==> config.mk <==
export PLATFORM = sky130hd
export DESIGN_NAME = component_video_path
export DESIGN_NICKNAME = d
export VERILOG_FILES = /design/src/cvp_pkg.sv /design/src/component_video_path.sv
export SDC_FILE = /design/constraint.sdc
export NUM_CORES = 2
export LEC_CHECK = 0
export ABC_CLOCK_PERIOD_IN_PS = 39500
export BUFFER_PORTS_ARGS = -buffer_cell sky130_fd_sc_hd__buf_4
export CORE_MARGIN = 1
export CORE_UTILIZATION = 60
export DETAILED_ROUTE_END_ITERATION = 8
export PLACE_DENSITY = 0.77
export SLEW_MARGIN = 25
export SYNTH_ARGS = -nofsm -noshare
export SYNTH_HDL_FRONTEND = slang
export SYNTH_SLANG_ARGS = --single-unit
==> constraint.sdc <==
create_clock -name clock -period 39.5 [get_ports clock]
set_input_delay 7.9 -clock clock [delete_from_list [all_inputs] [get_ports clock]]
set_output_delay 7.9 -clock clock [all_outputs]
set_load 0.02 [all_outputs]
==> src/cvp_pkg.sv <==
// Constants shared by the component video path and its output FIFO.
// Assumes one pixel clock that drives the whole path.
package cvp_pkg;
    // ==========================================
    // Widths and depths
    localparam int DW = 9;
    localparam int FIFO_W = 17;
    localparam int FIFO_D = 16;
    localparam int PIPE_LEN = 6;
    // ==========================================
    // Register map, byte addresses
    localparam logic [4:0] ADDR_CONTROL = 5'h00;
    localparam logic [4:0] ADDR_CONTRAST = 5'h04;
    localparam logic [4:0] ADDR_BRIGHTNESS = 5'h08;
    localparam logic [4:0] ADDR_SATURATION = 5'h0C;
    localparam logic [4:0] ADDR_STATUS = 5'h10;
    localparam int CTRL_PEAK_BIT = 0;
    localparam int CTRL_BYPASS_BIT = 1;
    localparam logic [7:0] DEF_CONTRAST = 8'h44;
    localparam logic [7:0] DEF_BRIGHTNESS = 8'h80;
    localparam logic [7:0] DEF_SATURATION = 8'h40;
    // ==========================================
    // Matrix coefficients, scaled by 2**MAT_SHIFT
    localparam int MAT_SHIFT = 10;
    localparam logic [10:0] K_YR = 11'h132;
    localparam logic [10:0] K_YG = 11'h259;
    localparam logic [10:0] K_YB = 11'h075;
    localparam logic [10:0] K_CB = 11'h24F;
    localparam logic [10:0] K_CR = 11'h2EB;
    localparam logic signed [13:0] CHROMA_OFS = 14'sh0100;
    localparam logic signed [13:0] S9_MAX = 14'sh01FF;
    localparam logic [8:0] SAMPLE_MIN = 9'h000;
    localparam logic [8:0] SAMPLE_MAX = 9'h1FF;
    localparam int PEAK_SHIFT = 4;
    // ==========================================
    // Level adjust
    localparam logic signed [19:0] CON_DIV = 20'sh00044;
    localparam logic signed [19:0] SAT_DIV = 20'sh00040;
    localparam logic signed [9:0] MID8 = 10'sh080;
    localparam logic signed [19:0] MID8_W = 20'sh00080;
    localparam logic [7:0] LIM_MIN = 8'h01;
    localparam logic [7:0] LIM_MAX = 8'hFE;
    localparam logic signed [19:0] LIM_MIN_W = 20'sh00001;
    localparam logic signed [19:0] LIM_MAX_W = 20'sh000FE;
endpackage

==> src/component_video_path.sv <==
// Component video path: matrix, downformatter, luma peaking, level adjust,
// output FIFO and Avalon-MM register slave.
// Assumes source samples come from logic on the same clock.
//
// The register addresses and the Avalon-MM interface to the registers were left to the implementer.
`timescale 1ns/100ps

// ==========================================
// Output FIFO
module stream_fifo
    import cvp_pkg::*;
#(
    parameter int WIDTH = FIFO_W,
    parameter int DEPTH = FIFO_D
) (
    // Clock and reset
    input wire logic clock,
    input wire logic reset,
    // Fill side
    input wire logic [WIDTH-1:0] inData,
    input wire logic inValid,
    output logic inReady,
    // Drain side
    output logic [WIDTH-1:0] outData,
    output logic outValid,
    input wire logic outReady,
    // Fill level
    output logic [$clog2(DEPTH):0] level
);
    localparam int AW = $clog2(DEPTH);
    logic [WIDTH-1:0] mem [DEPTH];
    logic [AW-1:0] wrPtr;
    logic [AW-1:0] rdPtr;
    logic push;
    logic pop;

    assign inReady = level != (AW+1)'(DEPTH);
    assign outValid = level != '0;
    assign push = inValid && inReady;
    assign pop = outValid && outReady;
    assign outData = mem[rdPtr];

    always_ff @(posedge clock) begin
        if (push) begin
            mem[wrPtr] <= inData;
        end
    end

    always_ff @(posedge clock or posedge reset) begin
        if (reset) begin
            wrPtr <= '0;
            rdPtr <= '0;
            level <= '0;
        end else begin
            wrPtr <= wrPtr + AW'(push);
            rdPtr <= rdPtr + AW'(pop);
            level <= level + (AW+1)'(push) - (AW+1)'(pop);
        end
    end
endmodule

// What this block does
// - Luma is 0.299 red plus 0.587 green plus 0.114 blue.
// - Cb is 0.5772 times blue minus luma, Cr 0.7296 times red minus luma.
// - The matrix takes and gives 9-bit words at unity gain.
// - A bypass for component inputs has the same latency as the matrix.
// - Both colour differences are low-pass filtered before decimation.
// - Cr is delayed one clock ahead of the multiplexer to align slots.
// - The phase is low on a slot's first clock, where Cb is selected.
// - The chroma output is registered, so it runs opposite the select.
// - A small luma high-pass on the delay taps gives 2 dB at 6.75 MHz.
// - The luma filter has unity DC gain and clips to 0..511.
// - One software bit turns the whole luma filter on or off.
// - Luma out is int(contrast/68 times (Y minus 128)) plus brightness.
// - Chroma out is int(saturation/64 times (C minus 128)) plus 128.
// - Every level adjust output is limited to 1..254.
// - Contrast, brightness, saturation reset to 44h, 80h and 40h.
module component_video_path
    import cvp_pkg::*;
(
    // Clock and reset
    input wire logic clock,
    input wire logic reset,
    // Avalon-MM slave
    input wire logic [4:0] address,
    input wire logic read,
    input wire logic write,
    input wire logic [3:0] byteenable,
    input wire logic [31:0] writedata,
    output logic [31:0] readdata,
    output logic waitrequest,
    // Source samples (red/green/blue, or Cr/Y/Cb in bypass)
    input wire logic [DW-1:0] inRed,
    input wire logic [DW-1:0] inGreen,
    input wire logic [DW-1:0] inBlue,
    input wire logic inValid,
    output logic inReady,
    // Output stream
    output logic outValid,
    input wire logic outReady,
    output logic [7:0] outLuma,
    output logic [7:0] outChroma,
    output logic outCrPhase
);
    function automatic logic [DW-1:0] clip9(input logic signed [13:0] v);
        if (v < 0) begin
            clip9 = SAMPLE_MIN;
        end else if (v > S9_MAX) begin
            clip9 = SAMPLE_MAX;
        end else begin
            clip9 = v[DW-1:0];
        end
    endfunction

    function automatic logic [7:0] limit8(input logic signed [19:0] v);
        if (v < LIM_MIN_W) begin
            limit8 = LIM_MIN;
        end else if (v > LIM_MAX_W) begin
            limit8 = LIM_MAX;
        end else begin
            limit8 = v[7:0];
        end
    endfunction

    // ==========================================
    // Register slave
    logic busAck;
    logic luma_peaking_enable;
    logic bypass;
    logic [7:0] component_contrast;
    logic [7:0] component_brightness;
    logic [7:0] component_saturation;
    logic [$clog2(FIFO_D):0] fifoLevel;
    logic fifoInReady;
    logic doWrite;

    assign waitrequest = (read || write) && !busAck;
    assign doWrite = write && busAck && byteenable[0];

    always_ff @(posedge clock or posedge reset) begin
        if (reset) begin
            busAck <= 1'b0;
        end else begin
            busAck <= (read || write) && !busAck;
        end
    end

    always_ff @(posedge clock or posedge reset) begin
        if (reset) begin
            luma_peaking_enable <= 1'b0;
            bypass <= 1'b0;
            component_contrast <= DEF_CONTRAST;
            component_brightness <= DEF_BRIGHTNESS;
            component_saturation <= DEF_SATURATION;
        end else if (doWrite) begin
            unique case (address)
                ADDR_CONTROL: begin
                    luma_peaking_enable <= writedata[CTRL_PEAK_BIT];
                    bypass <= writedata[CTRL_BYPASS_BIT];
                end
                ADDR_CONTRAST: component_contrast <= writedata[7:0];
                ADDR_BRIGHTNESS: component_brightness <= writedata[7:0];
                ADDR_SATURATION: component_saturation <= writedata[7:0];
                default: ;
            endcase
        end
    end

    always_ff @(posedge clock or posedge reset) begin
        if (reset) begin
            readdata <= '0;
        end else if (read && !busAck) begin
            unique case (address)
                ADDR_CONTROL: begin
                    readdata <= 32'({bypass, luma_peaking_enable});
                end
                ADDR_CONTRAST: readdata <= 32'(component_contrast);
                ADDR_BRIGHTNESS: readdata <= 32'(component_brightness);
                ADDR_SATURATION: readdata <= 32'(component_saturation);
                ADDR_STATUS: readdata <= 32'({!fifoInReady, fifoLevel});
                default: readdata <= '0;
            endcase
        end
    end

    // ==========================================
    // Pipeline advance: stalls whole path when the FIFO is full
    logic step;
    logic [PIPE_LEN-1:0] vPipe;

    assign inReady = fifoInReady;
    assign step = inValid && fifoInReady;

    always_ff @(posedge clock or posedge reset) begin
        if (reset) begin
            vPipe <= '0;
        end else if (step) begin
            vPipe <= {vPipe[PIPE_LEN-2:0], 1'b1};
        end
    end

    // ==========================================
    // Matrix with bypass, two stages either way
    logic [19:0] ySum;
    logic [DW-1:0] y1, r1, b1, y2, cb2, cr2;
    logic signed [10:0] cbDiff, crDiff;
    logic signed [21:0] cbProd, crProd;

    assign ySum = 20'(K_YR) * 20'(inRed) + 20'(K_YG) * 20'(inGreen)
        + 20'(K_YB) * 20'(inBlue);
    assign cbDiff = $signed({2'b00, b1}) - $signed({2'b00, y1});
    assign crDiff = $signed({2'b00, r1}) - $signed({2'b00, y1});
    assign cbProd = cbDiff * $signed({1'b0, K_CB});
    assign crProd = crDiff * $signed({1'b0, K_CR});

    always_ff @(posedge clock or posedge reset) begin
        if (reset) begin
            y1 <= '0;
            r1 <= '0;
            b1 <= '0;
            y2 <= '0;
            cb2 <= '0;
            cr2 <= '0;
        end else if (step) begin
            y1 <= bypass ? inGreen : ySum[MAT_SHIFT +: DW];
            r1 <= inRed;
            b1 <= inBlue;
            y2 <= y1;
            cb2 <= bypass ? b1
                : clip9(14'(cbProd >>> MAT_SHIFT) + CHROMA_OFS);
            cr2 <= bypass ? r1
                : clip9(14'(crProd >>> MAT_SHIFT) + CHROMA_OFS);
        end
    end

    // ==========================================
    // Downformatter: chroma low-pass [1 2 1]/4, channel 0 Cb, 1 Cr
    logic [DW-1:0] cFilt [2];
    logic [DW-1:0] crDel;
    logic muxSel;
    logic [DW-1:0] chromaMux;
    logic outPhase;

    for (genvar ch = 0; ch < 2; ch++) begin : g_chroma
        logic [DW-1:0] tap0, tap1, tap2;
        logic [10:0] cSum;
        assign cSum = 11'(tap0) + 11'({tap1, 1'b0}) + 11'(tap2);
        assign cFilt[ch] = cSum[10:2];
        always_ff @(posedge clock or posedge reset) begin
            if (reset) begin
                tap0 <= '0;
                tap1 <= '0;
                tap2 <= '0;
            end else if (step) begin
                tap0 <= (ch == 0) ? cb2 : cr2;
                tap1 <= tap0;
                tap2 <= tap1;
            end
        end
    end

    always_ff @(posedge clock or posedge reset) begin
        if (reset) begin
            crDel <= '0;
            muxSel <= 1'b0;
            chromaMux <= '0;
            outPhase <= 1'b1;
        end else if (step) begin
            crDel <= cFilt[1];
            muxSel <= !muxSel;
            chromaMux <= muxSel ? crDel : cFilt[0];
            outPhase <= muxSel;
        end
    end

    // ==========================================
    // Luma peaking on the delay taps
    logic [DW-1:0] yA, yB, yC, yPk;
    logic signed [11:0] yHigh;
    logic signed [13:0] yBoost;

    assign yHigh = $signed({2'b00, yB, 1'b0}) - $signed({3'b000, yA})
        - $signed({3'b000, yC});
    assign yBoost = $signed({5'h00, yB}) + 14'(yHigh >>> PEAK_SHIFT);

    always_ff @(posedge clock or posedge reset) begin
        if (reset) begin
            yA <= '0;
            yB <= '0;
            yC <= '0;
            yPk <= '0;
        end else if (step) begin
            yA <= y2;
            yB <= yA;
            yC <= yB;
            yPk <= luma_peaking_enable ? clip9(yBoost) : yB;
        end
    end

    // ==========================================
    // Level adjust
    logic signed [9:0] yCent, cCent;
    logic signed [19:0] yProd, cProd, yLev, cLev;
    logic [7:0] lumaAdj, chromaAdj;
    logic phaseAdj;

    assign yCent = $signed({2'b00, yPk[DW-1:1]}) - MID8;
    assign cCent = $signed({2'b00, chromaMux[DW-1:1]}) - MID8;
    assign yProd = 20'(yCent) * 20'($signed({1'b0, component_contrast}));
    assign cProd = 20'(cCent) * 20'($signed({1'b0, component_saturation}));
    assign yLev = yProd / CON_DIV
        + $signed({12'h000, component_brightness});
    assign cLev = cProd / SAT_DIV + MID8_W;

    always_ff @(posedge clock or posedge reset) begin
        if (reset) begin
            lumaAdj <= LIM_MIN;
            chromaAdj <= LIM_MIN;
            phaseAdj <= 1'b0;
        end else if (step) begin
            lumaAdj <= limit8(yLev);
            chromaAdj <= limit8(cLev);
            phaseAdj <= outPhase;
        end
    end

    // ==========================================
    // Output FIFO
    logic [FIFO_W-1:0] fifoOut;

    stream_fifo #(
        .WIDTH(FIFO_W),
        .DEPTH(FIFO_D)
    ) u_fifo (
        .clock(clock),
        .reset(reset),
        .inData({phaseAdj, chromaAdj, lumaAdj}),
        .inValid(step && vPipe[PIPE_LEN-1]),
        .inReady(fifoInReady),
        .outData(fifoOut),
        .outValid(outValid),
        .outReady(outReady),
        .level(fifoLevel)
    );

    assign outLuma = fifoOut[7:0];
    assign outChroma = fifoOut[15:8];
    assign outCrPhase = fifoOut[16];
endmodule

; ---- After elaboration in Yosys (flattened, before gate mapping)
; Memory sizes are Yosys's and may differ from the RTL's.
; Index checks and enable logic that the tools add are counted.
[totals]
inputBits = 74
wordCells = 118
reg_bits = 259
mem_count = 1
out_inout_bits = 52
mem_bits_rw = 272
[op_classes]
reduce_logical = 19
n_div = 1
bitwise = 1
muxes = 18
addsub = 22
multipliers = 7
eq_ne = 5
magnitude_cmp = 10
[memory_table]
columns = name, words, word_bits, rd, rd_clocked_by_memory_dff, wr, line
row1 = u_fifo.mem, 16, 17, 1, 0, 1, component_video_path.sv:31  ; logic [WIDTH-1:0] mem [DEPTH];
[ops]
columns = operator, count
row1 = 9-bit 2-to-1 mux, 11
row2 = 10-bit by 11-bit multiplier with 21-bit output (second input constant), 2
row3 = 20-bit by 9-bit greater-than comparator with 1-bit output (second input constant), 2
row4 = 20-bit by 2-bit < comparator with 1-bit output (second input constant), 2
row5 = 8-bit one-hot mux with 5 select lines, 1
row6 = 9-bit by 9-bit multiplier with 18-bit output, 2
row7 = 8-bit 2-to-1 mux, 4
row8 = 11-bit by 10-bit adder with 12-bit output (second input constant), 2
row9 = 12-bit by 10-bit greater-than comparator with 1-bit output (second input constant), 2
row10 = 12-bit by 1-bit < comparator with 1-bit output (second input constant), 2
row11 = 11-bit by 9-bit adder with 11-bit output, 2
row12 = 9-bit by 10-bit adder with 11-bit output, 2
row13 = 20-bit by 1-bit adder with 20-bit output, 1
row14 = 20-bit by 9-bit adder with 20-bit output, 1
row15 = 20-bit by 9-bit adder with 20-bit output (second input constant), 1
row16 = 20-bit by 8-bit divider with 20-bit output (second input constant), 1
row17 = 9-bit by 9-bit subtractor with 10-bit output, 2
row18 = 18-bit by 19-bit adder with 19-bit output, 1
row19 = 19-bit by 16-bit adder with 19-bit output, 1
row20 = 10-bit by 9-bit multiplier with 19-bit output (first input constant), 1
row21 = 8-bit by 8-bit subtractor with 9-bit output (second input constant), 2
row22 = 8-bit by 9-bit multiplier with 17-bit output (first input constant), 1
row23 = 7-bit by 9-bit multiplier with 16-bit output (first input constant), 1
row24 = 11-bit by 10-bit subtractor with 12-bit output, 1
row25 = other kinds (20), 35

; ---- Longest topological paths before layout
[depth]
ltp_word = 9
ltp_mapped = 64
mapped_depth_nobuf = 56

; ---- By module
; Synthesis repeated with hierarchy kept, for this count alone.
[hier_totals]
cells_unflattened = 3687
area_unflattened_um2 = 39475.4
[by_module_without_submodules]
columns = module, cells_per_inst, seq_area_each_um2, instances, area_per_inst_um2
row1 = component_video_path, 3196, 5489.0, 1, 28518.6
row2 = stream_fifo, 491, 8493.1, 1, 10956.8

; ---- Least setup slack after synthesis
; No wires, ideal clock.
[synth_path]
path_kind = in2out
start = input port read
end = output port waitrequest
arrival_ns = 8.231
n_path_buf = 0
setup_slack_ns = 23.369
t_required_ns = 31.600
path_stages = 2
cell_sequence = nor2_1 > nor2_1
[synth_between]
elab_chain_cells = 2
[synth_rtl]
columns = item, line
row1 = "start, declared", component_video_path.sv:86  ; input wire logic read,
row2 = 1-bit logical OR, component_video_path.sv:137  ; assign waitrequest = (read || write) && !busAck;
row3 = 1-bit logical AND, component_video_path.sv:137
row4 = "end, declared", component_video_path.sv:91  ; output logic waitrequest,
; No other way between the ends.

; ---- Worst setup path after layout
; Ends and elaborated chain as after synthesis.

==> metrics.csv <==
metric,value,unit
FMAX,61.6,MHz
Final Slew Violations,0,
Clock Latency Late Sink,640,ps
DR WL/cell,17.5,µm
setup_tns,0,ps
"Async S/R FF share, synth",0.460,
CP endpoint kind,primary output,
synthesized area per cell,10.4,µm²
die width,258,µm
worst setup path class,primary input to primary output,
count of different cell masters after synthesis,107,
Required @ worst endpoint,31600,ps
num rows,93,
Seq cells post-synth,504,
Final Hold Fails,0,
RSZ-0062 raised after global routing,false,
R2R cell count,54,
final setup vio count,0,
type of the tightest min-delay check,flop to flop,
clk buf depth,3,
crit-path max FO,2,
Worst setup SP type,primary input,
final period utilization,0.411,
vias per inst,5.71,
FF-to-FF End,lumaAdj[0],
max cap viols,0,
CP arrival,8340,ps
postcts setup bufs,0,
post_cts resized,0,
Final HPWL DP,61000,µm
num ports,126,
Initial DRC Count,1633,
Vias,27000,
"Reg clk slew, reported paths",60,ps
Core Area,64700,µm²
clock buffer count from CTS,52,
clock sink total,504,
antenna-violating nets left,0,
Post-synth EDFFs,272,
clk_skew,81.7,ps
clock root cell,clkbuf_16,
Synth Cell Area,39400,µm²
post-synthesis sequential area ratio,0.355,
worst r2r src,yPk[8],
FF-to-FF setup slack,24650,ps
TritonRoute pass-1 iters,8,
Ys Warns,0,
DRC violations left,0,
hold path cells,2,
Total Die Area,66700,µm²
IO Port Bufs,74,
largest net degree at the start of global routing,105,
H-tree depth,2,
most common flop cell mapped by yosys,edfxtp_1,
post-layout util,0.659,
CTS tree,yes,
die height,258,µm
status,"finished, final reports clean",
Overflow after GRT,0,
Final nets,4584,
Routed WL,82900,µm
critical hold path startpoint,cr2[6],
initial antenna violation count,0,
fraction of layout cells with a size suffix above 1,0.0871,
gr usage total,0.253,
Placer Congestion,0.918,
Synth Instances,3790,
Starting Density,0.609,
Area Overhead vs Synth,8.22,%
Slew HR,0.319,
hold-fix buffers at CTS,0,
worst-margin pin slew,1010,ps
number of global-route vias before repair,27000,
minimum clock period,16240,ps
Hold EP,g_chroma[1].tap0[6],
first-pass GRT wire length,136000,µm
## worst max path at each step
stage | startpoint | end | slack (ps) | depth (start not counted)
floorplan | read | waitrequest | 23370 | 2
global placement | read | waitrequest | 23290 | 4
detailed placement | read | waitrequest | 23270 | 4
CTS | read | waitrequest | 23260 | 4
global route | read | waitrequest | 23250 | 4
finish | read | waitrequest | 23260 | 4
## Yosys cell counts, types with 19 or more instances
master	instances	share of area
fa_1	268	0.14
xnor2_1	84	0.019
a22oi_1	19	0.0036
nor3_1	43	0.0055
nor2b_1	30	0.0048
inv_1	541	0.052
o21bai_1	28	0.0053
ha_1	410	0.13
a221oi_1	20	0.0044
and2_1	96	0.015
xor2_1	73	0.016
mux2i_1	63	0.016
mux4_2	34	0.019
nor2_1	115	0.011
o21a_1	36	0.0069
clkbuf_1	83	0.0079
mux2_2	44	0.013
a21o_1	47	0.0090
a21oi_1	184	0.023
buf_4	25	0.0048
edfxtp_1	272	0.21
nand2b_1	33	0.0052
o21ai_0	160	0.020
o21ai_1	19	0.0024
nand2_1	491	0.047
nand3_1	40	0.0051
dfrtp_1	225	0.14
## final cells by class
class                      count  area, µm²
sequential                   504      14000
clock buffer                  60       1350
inverter                     541       2040
timing repair buffer          98        752
antenna                        1       2.50
clock inverter                33        504
tap                          855       1070
multi-input combinational   2635      22900
fill                        4947      22100
## cell families after synthesis
| family | share of synthesized area |
|---|---|
| AOI/OAI and AO/OA | 0.114 |
| xor gates and xnor gates | 0.0356 |
| adders and majority gates | 0.266 |
| buffers and inverters | 0.0674 |
| DFF | 0.355 |
| muxes | 0.0493 |
| other | 0.0000952 |
| and+or+nand+nor | 0.113 |
## worst max-delay path, cell delays in order
cell,delay [ps]
buf_4,110
nor2_1,100
nor2_1,60
buf_4,160
## cells in the final DEF (no fill, tap or decap), types with 14 or more instances in the layout
cell type,instances
a21o_1,47
a21oi_1,184
a221oi_1,20
a22o_1,14
a22oi_1,19
a31oi_1,16
and2_1,95
and3_1,16
buf_4,96
clkbuf_16,52
conb_1,24
dfrtp_1,224
edfxtp_1,272
fa_1,268
ha_1,410
inv_1,540
mux2_2,44
mux2i_1,63
mux4_2,34
nand2_1,490
nand2b_1,33
nand3_1,40
nor2_1,103
nor2b_1,29
nor3_1,38
o21a_1,36
o21ai_0,160
o21ai_1,19
o21bai_1,28
xnor2_1,84
xor2_1,73
## flip-flops by register name, summed over array words and instances (netlist names), 5 cells and up
signal and flops:
g_chroma.tap2 18, b1 9, y2 9, chromaAdj 8
cb2 9, vPipe 6, lumaAdj 8, chromaMux 8
yPk 8, crDel 8, yA 9, readdata 8
cr2 9, u_fifo.level 5, y1 9, yB 9
g_chroma.tap0 18, r1 9, component_contrast 8, component_saturation 8
u_fifo.mem 272, yC 9, g_chroma.tap1 18, component_brightness 8
## metal layers
layer	up-vias	wire, µm	global-route usage
li1	12900	-	-
met1	13300	35700	0.336
met2	613	41600	0.443
met3	131	3650	0.0257
met4	0	2010	0.0702
met5	-	0	0
## metrics by stage
step           cell area (µm²)  setup WS (ps)  hold WS [ps]  instances
6_report                 42600          23260           409       4727
5_1_grt                  42600          23250           434       4726
4_1_cts                  42600          23260           403       4725
3_5_place_dp             40700          23270           451       4632
3_3_place_gp             40700          23290           445       4632
2_1_floorplan            39500          23370           430       3813
Power is not shown: default switching activity piles up to over one toggle a cycle in this logic, so the estimate is an artifact.
